File: src/logic/clock_front_pkg.sv
// constants shared by the clock and reset front end and its divider
// assumes a single 100 MHz core-side clock and an AXI4-Lite register master
//
// Notes on behaviour
// - core clock is input clock times 2/3/4
// - link clock period is core times 1..4
// - serial clock period is core times programmed ratio
// - external port clock toggles at input rate
// - multiplied clock times memory, core and ports
// - aligned release leaves reset on same edge
// - bus arbitration resynchronises itself after reset
// - sampled interrupt recognised in the next cycle
// - flag input affects cycle N+2
package clock_front_pkg;
	// ************************************************
	// timing
	// ************************************************
	localparam int CLK_PERIOD_NS = 10;
	localparam int LOCK_WAIT_MS = 100;
	// longest wait, so rounded down
	localparam int LOCK_WAIT_CYCLES = LOCK_WAIT_MS * 1000000 / CLK_PERIOD_NS;

	// ************************************************
	// widths
	// ************************************************
	localparam int CFG_WIDTH = 4;
	localparam int RATIO_WIDTH = 3;
	localparam int LINK_PORTS = 6;
	localparam int LINK_FIELD_WIDTH = 2;
	localparam int SERIAL_PORTS = 2;
	localparam int SER_DIV_WIDTH = 16;
	localparam int IRQ_WIDTH = 3;
	localparam int FLAG_WIDTH = 4;
	localparam int ADDR_WIDTH = 12;

	// ************************************************
	// register map
	// ************************************************
	localparam logic [11:0] ADDR_LINK_DIV = 12'h000;
	localparam logic [11:0] ADDR_SER_DIV0 = 12'h004;
	localparam logic [11:0] ADDR_SER_DIV1 = 12'h008;
	localparam logic [11:0] ADDR_STATUS = 12'h00c;
	localparam logic [11:0] LINK_DIV_RESET = 12'h000;
	localparam logic [15:0] SER_DIV_RESET = 16'h0000;
	localparam int STAT_RATIO_LSB = 0;
	localparam int STAT_LOCKED_BIT = 4;
	localparam int STAT_RUN_BIT = 5;
	localparam logic [1:0] RESP_OKAY = 2'h0;
	localparam logic [1:0] RESP_SLVERR = 2'h2;

	// ************************************************
	// core ratio codes
	// ************************************************
	localparam logic [2:0] RATIO_2 = 3'h2;
	localparam logic [2:0] RATIO_3 = 3'h3;
	localparam logic [2:0] RATIO_4 = 3'h4;

	typedef enum logic [2:0]
	{
		ST_LOCK_WAIT = 3'h1,
		ST_HELD = 3'h2,
		ST_RUN = 3'h4
	} rst_state_t;

	function automatic logic [2:0] decode_core_ratio(input logic [3:0] pins);
		case (pins[1:0])
			2'h1: decode_core_ratio = RATIO_3;
			2'h2: decode_core_ratio = RATIO_4;
			default: decode_core_ratio = RATIO_2;
		endcase
	endfunction
endpackage

File: src/logic/clock_div_if.sv
// ratio, run and tick between the front end and one divider
// assumes both ends sit on the same core clock
`timescale 1ns/1ps
`default_nettype none
interface clock_div_if #(parameter int W = 16);
	logic [W-1:0] ratio;
	logic run;
	logic tick;
	logic level;
	modport owner(output ratio, output run, input tick, input level);
	modport divider(input ratio, input run, output tick, output level);
endinterface
`default_nettype wire

File: src/logic/clock_divider.sv
// one programmable period divider on the core clock
// assumes ratio 0 means 1; tick marks the last core cycle of each period
`timescale 1ns/1ps
`default_nettype none
module clock_divider #(parameter int W = 16)
(
	input wire logic aclk,
	input wire logic aresetn,
	clock_div_if.divider port
);
	typedef struct packed
	{
		logic [W-1:0] cnt;
		logic level;
	} div_state_t;

	div_state_t cur;
	div_state_t next_cur;
	logic [W-1:0] eff;

	assign eff = (port.ratio == '0) ? W'(1) : port.ratio;
	// >= so a ratio lowered mid-period wraps at once
	assign port.tick = port.run && (cur.cnt >= eff - W'(1));
	assign port.level = cur.level;

	always_comb
	begin
		next_cur = cur;
		if (!port.run)
			next_cur.cnt = '0;
		else if (port.tick)
			next_cur.cnt = '0;
		else
			next_cur.cnt = cur.cnt + W'(1);
		// ratio 1 has no half period; level stays high
		next_cur.level = (eff == W'(1)) || (next_cur.cnt < (eff >> 1));
	end

	always_ff @(posedge aclk)
	begin
		if (!aresetn)
			cur <= '0;
		else
			cur <= next_cur;
	end

	AST_DIV_SPACING: assert property (@(posedge aclk) disable iff (!aresetn)
		(port.tick && port.run && port.ratio == W'(3)) ##1 (port.run && port.ratio == W'(3))
		[*3] |-> port.tick && $past(port.tick, 1) == 1'b0)
		else $error("divider tick spacing does not follow ratio");
	AST_DIV_IDLE: assert property (@(posedge aclk) disable iff (!aresetn)
		!port.run |=> cur.cnt == '0)
		else $error("divider counts while stopped");
endmodule
`default_nettype wire

File: src/logic/core_clock_front.sv
// clock ratio, reset sequencing and input sampling front end
// assumes aclk is the multiplied core clock; the input clock rate is
// recovered as a tick every core-ratio cycles
//
// Chosen here: the register addresses and the AXI4-Lite slave port.
`timescale 1ns/1ps
`default_nettype none
module core_clock_front #(parameter int LOCK_CYCLES = clock_front_pkg::LOCK_WAIT_CYCLES)
(
	input wire logic aclk,
	input wire logic aresetn,
	input wire logic [11:0] s_axi_awaddr,
	input wire logic s_axi_awvalid,
	output logic s_axi_awready,
	input wire logic [31:0] s_axi_wdata,
	input wire logic [3:0] s_axi_wstrb,
	input wire logic s_axi_wvalid,
	output logic s_axi_wready,
	output logic [1:0] s_axi_bresp,
	output logic s_axi_bvalid,
	input wire logic s_axi_bready,
	input wire logic [11:0] s_axi_araddr,
	input wire logic s_axi_arvalid,
	output logic s_axi_arready,
	output logic [31:0] s_axi_rdata,
	output logic [1:0] s_axi_rresp,
	output logic s_axi_rvalid,
	input wire logic s_axi_rready,
	input wire logic [3:0] core_ratio_select_pins,
	input wire logic reset_in_n,
	input wire logic [2:0] external_interrupt_request_n,
	input wire logic [3:0] general_flag_pins,
	output logic core_reset_n,
	output logic arb_resync,
	output logic input_clock_tick,
	output logic ext_port_clock,
	output logic [5:0] link_clock_tick,
	output logic [5:0] link_clock,
	output logic [1:0] serial_tx_tick,
	output logic [1:0] serial_rx_tick,
	output logic [1:0] serial_tx_clock,
	output logic [1:0] serial_rx_clock,
	output logic [2:0] irq_recognised,
	output logic [3:0] flag_effective
);
	localparam int LCW = $clog2(LOCK_CYCLES + 1);
	localparam int NSER = 2 * clock_front_pkg::SERIAL_PORTS;

	typedef struct packed
	{
		clock_front_pkg::rst_state_t state;
		logic [LCW-1:0] lock_cnt;
		logic [2:0] core_ratio;
		logic arb_resync;
		logic [2:0] irq;
		logic [3:0] flag_p1;
		logic [3:0] flag_eff;
		logic [11:0] link_div;
		logic [NSER-1:0][15:0] ser_div;
		logic bvalid;
		logic [1:0] bresp;
		logic rvalid;
		logic [1:0] rresp;
		logic [31:0] rdata;
	} front_state_t;

	front_state_t cur;
	front_state_t next_cur;
	logic running;
	logic ck_tick;
	logic wr_fire;
	logic rd_fire;

	function automatic logic [31:0] merge(input logic [31:0] old, input logic [31:0] data,
		input logic [3:0] strb);
		merge = old;
		for (int b = 0; b < 4; b++)
		begin
			if (strb[b])
				merge[8*b +: 8] = data[8*b +: 8];
		end
	endfunction

	// ************************************************
	// dividers
	// ************************************************
	clock_div_if #(.W(clock_front_pkg::RATIO_WIDTH)) in_div();
	assign in_div.ratio = cur.core_ratio;
	assign in_div.run = 1'b1;
	assign ck_tick = in_div.tick;
	clock_divider #(.W(clock_front_pkg::RATIO_WIDTH)) u_in_div
	(
		.aclk(aclk),
		.aresetn(aresetn),
		.port(in_div.divider)
	);
	assign input_clock_tick = ck_tick;
	// bus-facing clock runs from the core clock but at input rate
	assign ext_port_clock = in_div.level;

	for (genvar i = 0; i < clock_front_pkg::LINK_PORTS; i++)
	begin : g_link
		clock_div_if #(.W(clock_front_pkg::RATIO_WIDTH)) lnk();
		assign lnk.ratio = {1'b0, cur.link_div[2*i +: 2]} + 3'h1;
		assign lnk.run = running;
		assign link_clock_tick[i] = lnk.tick;
		assign link_clock[i] = lnk.level;
		clock_divider #(.W(clock_front_pkg::RATIO_WIDTH)) u_div
		(
			.aclk(aclk),
			.aresetn(aresetn),
			.port(lnk.divider)
		);
	end

	for (genvar i = 0; i < NSER; i++)
	begin : g_ser
		clock_div_if #(.W(clock_front_pkg::SER_DIV_WIDTH)) ser();
		assign ser.ratio = cur.ser_div[i];
		assign ser.run = running;
		if (i % 2 == 0)
		begin : g_tx
			assign serial_tx_tick[i/2] = ser.tick;
			assign serial_tx_clock[i/2] = ser.level;
		end
		else
		begin : g_rx
			assign serial_rx_tick[i/2] = ser.tick;
			assign serial_rx_clock[i/2] = ser.level;
		end
		clock_divider #(.W(clock_front_pkg::SER_DIV_WIDTH)) u_div
		(
			.aclk(aclk),
			.aresetn(aresetn),
			.port(ser.divider)
		);
	end

	// ************************************************
	// register bus
	// ************************************************
	// both write channels are taken together; one answer outstanding
	assign wr_fire = s_axi_awvalid && s_axi_wvalid && !cur.bvalid;
	assign rd_fire = s_axi_arvalid && !cur.rvalid;
	assign s_axi_awready = wr_fire;
	assign s_axi_wready = wr_fire;
	assign s_axi_arready = rd_fire;
	assign s_axi_bvalid = cur.bvalid;
	assign s_axi_bresp = cur.bresp;
	assign s_axi_rvalid = cur.rvalid;
	assign s_axi_rresp = cur.rresp;
	assign s_axi_rdata = cur.rdata;

	assign running = (cur.state == clock_front_pkg::ST_RUN);
	assign core_reset_n = running;
	assign arb_resync = cur.arb_resync;
	assign irq_recognised = cur.irq;
	assign flag_effective = cur.flag_eff;

	// ************************************************
	// next state
	// ************************************************
	always_comb
	begin
		next_cur = cur;
		next_cur.arb_resync = 1'b0;
		case (cur.state)
			clock_front_pkg::ST_LOCK_WAIT:
			begin
				next_cur.core_ratio = clock_front_pkg::decode_core_ratio(core_ratio_select_pins);
				next_cur.lock_cnt = cur.lock_cnt + LCW'(1);
				if (cur.lock_cnt >= LCW'(LOCK_CYCLES - 1))
					next_cur.state = clock_front_pkg::ST_HELD;
			end
			clock_front_pkg::ST_HELD:
			begin
				next_cur.core_ratio = clock_front_pkg::decode_core_ratio(core_ratio_select_pins);
				// leave only on an input clock edge so peers stay in step
				if (reset_in_n && ck_tick)
				begin
					next_cur.state = clock_front_pkg::ST_RUN;
					next_cur.arb_resync = 1'b1;
				end
			end
			clock_front_pkg::ST_RUN:
			begin
				if (!reset_in_n)
					next_cur.state = clock_front_pkg::ST_HELD;
			end
			default:
				next_cur.state = clock_front_pkg::ST_LOCK_WAIT;
		endcase

		if (ck_tick)
			next_cur.irq = ~external_interrupt_request_n;
		next_cur.flag_p1 = general_flag_pins;
		next_cur.flag_eff = cur.flag_p1;

		if (s_axi_bready)
			next_cur.bvalid = 1'b0;
		if (wr_fire)
		begin
			next_cur.bvalid = 1'b1;
			next_cur.bresp = clock_front_pkg::RESP_OKAY;
			case (s_axi_awaddr)
				clock_front_pkg::ADDR_LINK_DIV:
					next_cur.link_div = 12'(merge(32'(cur.link_div), s_axi_wdata, s_axi_wstrb));
				clock_front_pkg::ADDR_SER_DIV0:
					next_cur.ser_div[1:0] = merge(cur.ser_div[1:0], s_axi_wdata, s_axi_wstrb);
				clock_front_pkg::ADDR_SER_DIV1:
					next_cur.ser_div[3:2] = merge(cur.ser_div[3:2], s_axi_wdata, s_axi_wstrb);
				clock_front_pkg::ADDR_STATUS:
					next_cur.bresp = clock_front_pkg::RESP_OKAY;
				default:
					next_cur.bresp = clock_front_pkg::RESP_SLVERR;
			endcase
		end

		if (s_axi_rready)
			next_cur.rvalid = 1'b0;
		if (rd_fire)
		begin
			next_cur.rvalid = 1'b1;
			next_cur.rresp = clock_front_pkg::RESP_OKAY;
			case (s_axi_araddr)
				clock_front_pkg::ADDR_LINK_DIV:
					next_cur.rdata = 32'(cur.link_div);
				clock_front_pkg::ADDR_SER_DIV0:
					next_cur.rdata = cur.ser_div[1:0];
				clock_front_pkg::ADDR_SER_DIV1:
					next_cur.rdata = cur.ser_div[3:2];
				clock_front_pkg::ADDR_STATUS:
				begin
					next_cur.rdata = 32'h0000_0000;
					next_cur.rdata[clock_front_pkg::STAT_RATIO_LSB +: 3] = cur.core_ratio;
					next_cur.rdata[clock_front_pkg::STAT_LOCKED_BIT] =
						(cur.state != clock_front_pkg::ST_LOCK_WAIT);
					next_cur.rdata[clock_front_pkg::STAT_RUN_BIT] = running;
				end
				default:
				begin
					next_cur.rdata = 32'h0000_0000;
					next_cur.rresp = clock_front_pkg::RESP_SLVERR;
				end
			endcase
		end
	end

	always_ff @(posedge aclk)
	begin
		if (!aresetn)
		begin
			cur <= '0;
			cur.state <= clock_front_pkg::ST_LOCK_WAIT;
			cur.core_ratio <= clock_front_pkg::RATIO_2;
			cur.link_div <= clock_front_pkg::LINK_DIV_RESET;
			cur.ser_div <= {NSER{clock_front_pkg::SER_DIV_RESET}};
		end
		else
			cur <= next_cur;
	end

	// ************************************************
	// checks
	// ************************************************
	AST_RATIO_HELD: assert property (@(posedge aclk) disable iff (!aresetn)
		running && $past(running) |-> $stable(cur.core_ratio))
		else $error("core ratio changed while running");
	AST_RATIO_FROM_PINS: assert property (@(posedge aclk) disable iff (!aresetn)
		(cur.state == clock_front_pkg::ST_HELD && next_cur.state == clock_front_pkg::ST_HELD)
		|=> cur.core_ratio == clock_front_pkg::decode_core_ratio($past(core_ratio_select_pins)))
		else $error("core ratio not taken from pins in reset");
	AST_INPUT_TICK_RATIO2: assert property (@(posedge aclk) disable iff (!aresetn)
		(ck_tick && cur.core_ratio == clock_front_pkg::RATIO_2) ##1
		(cur.core_ratio == clock_front_pkg::RATIO_2) [*2] |-> ck_tick && $past(ck_tick) == 1'b0)
		else $error("input clock tick not every two core cycles");
	AST_RELEASE_ALIGNED: assert property (@(posedge aclk) disable iff (!aresetn)
		$rose(core_reset_n) |-> $past(ck_tick) && $past(reset_in_n))
		else $error("reset released off an input clock edge");
	AST_ARB_WITH_RELEASE: assert property (@(posedge aclk) disable iff (!aresetn)
		arb_resync == $rose(core_reset_n))
		else $error("arbitration restart not paired with release");
	AST_IRQ_NEXT: assert property (@(posedge aclk) disable iff (!aresetn)
		ck_tick |=> irq_recognised == ~$past(external_interrupt_request_n))
		else $error("sampled interrupt not recognised next cycle");
	AST_FLAG_LATENCY: assert property (@(posedge aclk) disable iff (!aresetn)
		$past(aresetn, 2) |-> flag_effective == $past(general_flag_pins, 2))
		else $error("flag latency is not two cycles");
	AST_RUN_LOCKED: assert property (@(posedge aclk) disable iff (!aresetn)
		!running |-> link_clock_tick == '0 && serial_tx_tick == '0)
		else $error("port clocks tick while core held");
endmodule
`default_nettype wire
File: config.mk
export PLATFORM = sky130hd
export DESIGN_NAME = core_clock_front
export DESIGN_NICKNAME = d
export VERILOG_FILES = /design/src/logic/clock_front_pkg.sv /design/src/logic/clock_div_if.sv /design/src/logic/clock_divider.sv /design/src/logic/core_clock_front.sv
export SDC_FILE = /design/constraint.sdc
export NUM_CORES = 1
export LEC_CHECK = 0
export BUFFER_PORTS_ARGS = -buffer_cell sky130_fd_sc_hd__buf_2
export CORE_AREA = 2 2 159 161
export CTS_BUF_LIST = sky130_fd_sc_hd__clkbuf_8
export CTS_CLUSTER_DIAMETER = 100
export DETAILED_ROUTE_END_ITERATION = 6
export DIE_AREA = 0 0 161 163
export GPL_ROUTABILITY_DRIVEN = 0
export PLACE_DENSITY = 0.94
export SLEW_MARGIN = 20
export SYNTH_ARGS = -nofsm -noshare
export SYNTH_HDL_FRONTEND = slang
export SYNTH_SLANG_ARGS = --single-unit
File: constraint.sdc
create_clock -name aclk -period 16.78 [get_ports aclk]
set_input_delay 3.356 -clock aclk [delete_from_list [all_inputs] [get_ports aclk]]
set_output_delay 3.356 -clock aclk [all_outputs]
set_load 0.05 [all_outputs]
==> key figures, run 1 <==
Status
  • Status: finished, violations left
  • Failing checks: design-rule violations

Floorplan
  • Core ar.: 24670 sq um
  • Die height: 163 um
  • Rows: 58
  • Die Wd: 161 um
  • Ports: 151
  • Initial core utilization: roughly 63%
  • Die Area: between 20000 and 30000 sq um

Finish
  • Multi-input gate area: 9356 sq um
  • Final Net Count: 2197
  • Layout cell share with drive strength beyond 1: 12.69%
  • Fillers: 1772
  • Commonest cells after routing, fill and taps aside: 289 x nor2_1, 250 x dfxtp_1, 174 x ha_1, 146 x buf_2, 143 x inv_1
  • Commonest non-fill, non-tap cell in the layout: nor2_1
  • Seq. cell area: 5005 sq um
  • Synth-to-layout area growth: 8.938%
  • Design Area, Final: 17020 sq um

Logic synthesis
  • Most used DFF post-synth: dfxtp_1
  • Average instance area after synthesis: 8.292 sq um
  • Asr flop ratio synth: 0%
  • Synth Register Bits: 250
  • Number of synthesized flops with an enable pin: 0
  • Yosys warning total: 0
  • Post-synthesis cell type count: 70
  • Mapped cell area: about 16000 sq um
  • Syn Inst Count: between 1500 and 2000
  • Register area share after synthesis: 32.04%

Detailed routing
  • Iter 0 DRT Violations: 1262
  • Vias/cell: roughly 6.0
  • Avg WL per Cell: 17.31 um
  • DRC: 21
  • Drt first pass iters: 7
  • Routed WL: 39990 um
  • Routed Antenna Nets: 0
  • Vias post-DR: 13940

Timing
  • Final setup fails: 0
  • Period utilization: 50.79%
  • Hold Fails Final Rpt: 0
  • Final min period: ~8.5 ns
  • Slew Viols, Final: 0
  • Worst-Margin Slew: about 1.1 ns
  • Max Freq: 0.1173 GHz
  • Final setup TNS: 0 ns
  • Relative slew slack: 28.77%
  • RSZ-0062 raised after global routing: no
  • Clock skew: 0.02892 ns

Placement
  • Buffers on Ports: between 100 and 150
  • Detailed Place HPWL: 29170 um
  • Post-DP Area: 16070 sq um

Clock network
  • Worst-skew pair later-pin latency: 0.58 ns
  • Post-CTS Setup Bufs: 0
  • Num CTS Buffers: 42
  • Root buffer cell: clkbuf_8
  • Resized cells post-CTS: 0
  • Htree depth: 2
  • CTS sink cnt: 250
  • # hold bufs at CTS: 0
  • Clock transition at the registers of the reported paths: roughly 0.060 ns
  • CTS tree: done
  • Clock Path Buffers: 3

Pwr
  • Worst vdd ir: around 0.13 mV
  • P_leak: 7.197 nW
  • Total power: 1.330 mW
  • Pwr/cell area: 78.13 nW/um^2

Worst hold path
  • Hold WC Path Type: flop to flop

Critical path
  • CP bufs+invs: 2
  • Critical path data arrival time: 5.17 ns
  • Worst Setup Start Kind: flop
  • Critical-path maximum fanout: 7
  • Crit-path cells: or4_4 > or4_4 > nor3_4 > nand2_2 > nor3_4 > a21o_1 > inv_1 > ha_1 > nand2_1 > nor3_1 > xnor2_1 > ha_1 > o21ai_0 > o21bai_1 > a221oi_1 > o21ai_0 > a21oi_1 > o21ai_0 > and2_1 > buf_2
  • Setup crit end kind: primary output
  • CP dominant cell by count: o21ai_0
  • Top delay family on crit path: simple AND/OR/NAND/NOR gates
  • Worst EP required: 13.42 ns
  • Max incr delay on CP: ~0.57 ns
  • Crit-path slowest cell: or4_4
  • Worst R2R Setup Slack: 10.37 ns
  • Setup CP Type: flop to primary output

Global routing
  • First-pass GRT wire length: between 60000 and 70000 um
  • Largest net degree at the start of global routing: between 100 and 150
  • Initial antenna violation count: 2
  • Residual overflow from global routing: 0
  • Total track usage: 30.12%
  • Via count of the first global-routing pass: 13760

Job
  • Max-cap viol count: 0
[cell usage after synthesis (all sizes together), types with 4 or more instances]
| cell | n | share of area, % |
|---|---|---|
| and2 | 33 | 1.3 |
| dfxtp | 250 | 32 |
| inv | 129 | 3.1 |
| nand2 | 95 | 2.3 |
| o31ai | 4 | 0.19 |
| or2 | 4 | 0.16 |
| mux4 | 4 | 0.58 |
| o21a | 6 | 0.29 |
| and3 | 26 | 1.0 |
| a211oi | 21 | 1.0 |
| nor3 | 88 | 3.0 |
| xor2 | 53 | 3.0 |
| or4 | 4 | 0.24 |
| or3 | 16 | 0.67 |
| a31oi | 5 | 0.20 |
| buf | 80 | 3.6 |
| a21o | 22 | 1.1 |
| nor4 | 18 | 0.80 |
| nand2b | 18 | 0.72 |
| mux2i | 87 | 5.6 |
| nand3 | 62 | 2.0 |
| a221oi | 8 | 0.45 |
| o211ai | 9 | 0.43 |
| nand3b | 4 | 0.19 |
| a21oi | 88 | 2.8 |
| o21ai | 48 | 1.5 |
| nand4 | 27 | 1.1 |
| a22oi | 20 | 0.96 |
| and4 | 7 | 0.39 |
| ha | 174 | 14 |
| clkbuf | 61 | 1.5 |
| nor2 | 293 | 7.1 |
| xnor2 | 77 | 4.3 |
[logic make-up after synthesis]
family | count (synthesis) | share of synthesized area, %
DFF | 250 | 32.04
muxes | 91 | 6.151
AOI/OAI and AO/OA | 262 | 10.72
buffers and inverters | 270 | 8.145
xor gates and xnor gates | 130 | 7.288
adders and majority gates | 174 | 13.94
other | 1 | 0.02400
and+or+nand+nor | 706 | 21.70
[final timing paths]
kind,startpoint,endpoint,cells after the start
worst max-delay path,g_ser[0].ser.ratio[5],serial_tx_tick[0],20
worst min-delay path,cur[120],flag_effective[2],1
worst max register to register,g_ser[0].ser.ratio[5],g_ser[0].u_div.port.level,25
worst min register to register,cur[120],flag_effective[2],1
[flip-flops by register name (all words and copies together) (netlist names)]
register and count:
s_axi_rvalid 1, arb_resync 1, u_in_div.cur 3, u_in_div.port.level 1, irq_recognised 3, s_axi_rresp 1
s_axi_bresp 1, s_axi_bvalid 1, flag_effective 4, g_link.u_div.cur 18, g_ser.u_div.cur 64, g_ser.u_div.port.level 4
g_link.u_div.port.level 6, cur 43, g_ser.ser.ratio 64, in_div.ratio 3, s_axi_rdata 32
[routing by layer]
layer / global-route usage (%) / up-vias / part of all wire (%)
li1: - / 6573 / -
met1: 34.36 / 6530 / 39
met2: 52.03 / 655 / 47
met3: 5.959 / 186 / 7.7
met4: 18.71 / 0 / 5.9
met5: 0 / - / 0
[metrics by stage]
step | util [%] | setup slack, ns | instances | hold slack (ns)
finish | 68.98 | 8.257 | 2310 | 0.4355
global route | 68.96 | 8.048 | 2308 | 0.4685
CTS | 68.95 | 8.323 | 2308 | 0.4394
detailed placement | 65.12 | 8.934 | 2230 | 0.4251
global placement | 65.12 | 8.985 | 2230 | 0.4137
floorplan | - | 8.918 | 1885 | 0.4119
[final cells by class]
type	instances	area share, %
sequential	250	29.41
clock buffer	54	4.367
antenna	2	0.02941
tap	330	2.426
multi-input combinational	1365	54.98
inverter	129	2.875
clock inverter	24	1.184
timing repair buffer	156	4.735
[report_power, final]
group | leakage, nW | internal, mW | switching, mW | total (mW)
registers | 2.02 | 0.604 | 0.00606 | 0.610
clock network | 0.544 | 0.351 | 0.255 | 0.605
logic | 4.63 | 0.0318 | 0.0823 | 0.114
total | 7.20 | 0.987 | 0.343 | 1.33
Note: power is estimated with default switching activity, not from simulation.
==> inputs of run 2 (changes only) <==
Settings changed: ABC_AREA set to 1, CORE_AREA 2 2 159 161 to 2 2 163 165, DIE_AREA 0 0 161 163 to 0 0 165 167, PLACE_DENSITY 0.94 to 0.91.
Clock period 16.78 ns to 8.3 ns, I/O delays scaled along.
==> run 2 against run 1 <==
  * The run now ends clean
  * Area after synthesis is 1.3% higher
  * Utilization decreased by 2.1 points
  * Critical path depth did not move
  * Count of clock-buffer cells in the layout increased by 4
  * Die area is 5.0% higher
  * Clock skew is 0.012 ns lower
  * Synthesized cell count increased by 15%
  * Total power is 120% higher
==> key figures, run 2 <==
Clock network
  • Clock Path Buffers: 3
  • Post-CTS Setup Bufs: 0
  • Root buffer cell: clkbuf_8
  • Clock transition at the registers of the reported paths: roughly 0.060 ns
  • Worst-skew pair later-pin latency: 0.56 ns
  • # hold bufs at CTS: 0
  • Resized cells post-CTS: 0
  • CTS tree: done
  • Num CTS Buffers: 43
  • CTS sink cnt: 250
  • Htree depth: 2

Detailed routing
  • Vias post-DR: 14890
  • Avg WL per Cell: 15.76 um
  • Routed Antenna Nets: 0
  • Vias/cell: 5.715
  • DRC: 0
  • Routed WL: 41070 um
  • Iter 0 DRT Violations: 1420
  • Drt first pass iters: 5

Critical path
  • Max incr delay on CP: 0.36 ns
  • Crit-path slowest cell: dfxtp_1
  • Setup CP Type: flop to primary output
  • Crit-path cells: inv_1 > nand2_1 > nor3_1 > nand3_1 > nor3_1 > nor2_1 > ha_1 > nand2_1 > nor2_1 > nand3_1 > nor2_1 > xor2_1 > inv_1 > ha_1 > nand2_1 > o21ai_0 > nor2_1 > and2_1 > nor2_1 > buf_2
  • Worst Setup Start Kind: flop
  • Setup crit end kind: primary output
  • CP bufs+invs: 3
  • Critical path data arrival time: 4.15 ns
  • Critical-path maximum fanout: 4
  • Worst EP required: 6.64 ns
  • Top delay family on crit path: simple AND/OR/NAND/NOR gates
  • CP dominant cell by count: nor2_1

Timing
  • Final setup TNS: 0 ns
  • RSZ-0062 raised after global routing: no
  • Final setup fails: 0
  • Max Freq: 0.1722 GHz
  • Worst-Margin Slew: 0.9887 ns
  • Relative slew slack: about 34%
  • Clock skew: approximately 0.017 ns
  • Slew Viols, Final: 0
  • Final min period: approximately 5.8 ns
  • Period utilization: ~70%
  • Hold Fails Final Rpt: 0
  • Worst Setup Slack, final: 2.493 ns

Pwr
  • Int Power: 2.035 mW
  • P_leak: roughly 7.5 nW
  • Clk pwr share: 39.9%
  • Comb power frac: roughly 17%
  • Pwr/cell area: 170.7 nW/um^2
  • Switching Fraction: between 30% and 40%
  • Seq pwr share: 43.0%
  • Worst vdd ir: roughly 0.13 mV
  • Total power: 2.941 mW
  • Switching Power: 0.9064 mW

Floorplan
  • Rows: 59
  • Die Wd: 165 um
  • Die Area: 27560 sq um
  • Initial core utilization: 61.45%
  • Ports: ~150
  • Die height: ~170 um
  • Core ar.: 25760 sq um

Global routing
  • First-pass GRT wire length: 66180 um
  • Initial antenna violation count: 4
  • Residual overflow from global routing: 0
  • Total track usage: 29.17%
  • Largest net degree at the start of global routing: 111
  • Via count of the first global-routing pass: 14430

Logic synthesis
  • Number of synthesized flops with an enable pin: 0
  • Proportion of synthesized area in mux cells: 0%
  • Largest family of logic cells by synthesized area: simple AND/OR/NAND/NOR gates
  • Xor and xnor area share after synthesis: between 5 and 6%
  • Most used DFF post-synth: dfxtp_1
  • Synth area leader: dfxtp_1
  • Register area share after synthesis: 31.61%
  • Asr flop ratio synth: 0%
  • Fraction of the mapped netlist area in adder cells: between 10% and 20%
  • Synth top area cells: dfxtp_1 32%, ha_1 14%, nand2_1 8.3%
  • Mapped cell area: ~16000 sq um
  • Syn Inst Count: 2166
  • Synth Area in Compound Gates: 14.03%
  • Yosys warning total: 0
  • Synth Register Bits: 250
  • Average instance area after synthesis: 7.310 sq um
  • Most frequent cell after synthesis: nand2_1
  • Synth top cells by count: 348 x nand2_1, 286 x inv_1, 250 x dfxtp_1, 201 x nor2_1, 192 x a21oi_1
  • Post-synthesis simple-gate area fraction: 23.42%
  • Post-synthesis cell type count: 58
  • Top cell type's share of synthesized area: 31.61%

Finish
  • Design Area, Final: between 15000 and 20000 sq um
  • Final Net Count: 2488
  • Synth-to-layout area growth: 8.835%
  • Layout cell share with drive strength beyond 1: 12.09%
  • Commonest non-fill, non-tap cell in the layout: nand2_1
  • Commonest cells after routing, fill and taps aside: 348 x nand2_1, 296 x inv_1, 250 x dfxtp_1, 200 x nor2_1, 192 x a21oi_1
  • Fin util: 66.88%

Status
  • Status: finished, final reports clean

Placement
  • Post-DP Area: between 15000 and 20000 sq um
  • Buffers on Ports: 146
  • Worst slack at placement: 3.180 ns
  • Detailed Place HPWL: 29980 um

Job
  • Max-cap viol count: 0

Worst hold path
  • Hold WC Path Type: flop to flop
[run 2: changes by cell type after synthesis, sizes merged, moves of 23 or more]
cell / before / now
xnor2: 77 / 25
and2: 33 / 4
nor2: 293 / 210
and3: 26 / 3
nand2: 95 / 352
inv: 129 / 291
o21ai: 48 / 131
mux2i: 87 / 0
o22ai: 1 / 28
a21oi: 88 / 193
[run 2: cells by family after synthesis]
kind of cell	count (synthesis)
flip-flops	250
buffers and inverters	426
AO/OA/AOI/OAI	404
adder cells (fa/ha/maj)	174
XOR/XNOR	99
AND/OR/NAND/NOR	812
other	1
[run 2: worst min-delay path, delay by kind of cell, from the launching register on]
kind / cells / cell delay [ns]
buffers and inverters: 1 / 0.04
DFF: 1 / 0.31
and+or+nand+nor: 1 / 0.05
[run 2: final timing paths]
path                                        startpoint                         to  slack [ns]  depth (start not counted)
worst min register to register                cur[121]          flag_effective[3]        0.42                          2
worst min-delay path                          cur[121]          flag_effective[3]        0.42                          2
worst max register to register   g_ser[2].ser.ratio[9]  g_ser[2].u_div.port.level        3.00                         27
worst max-delay path            g_ser[1].ser.ratio[12]          serial_rx_tick[0]        2.49                         20
[run 2: power by group through the flow]
| stage | Combinational, mW | Sequential, mW | Clock [mW] |
|---|---|---|---|
| finish | 0.503 | 1.27 | 1.17 |
| global placement | 0.467 | 1.29 | 0 |
| CTS | 0.498 | 1.27 | 1.18 |
| detailed placement | 0.491 | 1.29 | 0 |
| global route | 0.551 | 1.27 | 1.24 |
| floorplan | 0.361 | 1.29 | 0 |
[run 2: final cells by class]
cell class / instances / area [sq um]
multi-input combinational: 1491 / 8987
timing repair buffer: 155 / 798.3
antenna: 4 / 10.01
sequential: 250 / 5005
clock buffer: 58 / 798.3
tap: 335 / 419.2
inverter: 294 / 1106
clock inverter: 19 / 107.6
fill: 2009 / 8532
[run 2: stage by stage]
stage          hold slack [ns]  cells
6_report                0.4158   2606
5_1_grt                 0.4286   2602
4_1_cts                 0.4146   2602
3_5_place_dp            0.3993   2525
3_3_place_gp            0.3928   2525
2_1_floorplan           0.3905   2167
[run 2: metal layers]
metal / vias to the layer above / track usage, % / part of all wire (%)
met5: - / 0 / 0.073
met4: 4 / 12.10 / 3.7
met3: 133 / 6.625 / 9.3
met2: 659 / 50.67 / 48
met1: 6849 / 34.33 / 39
li1: 7247 / - / -
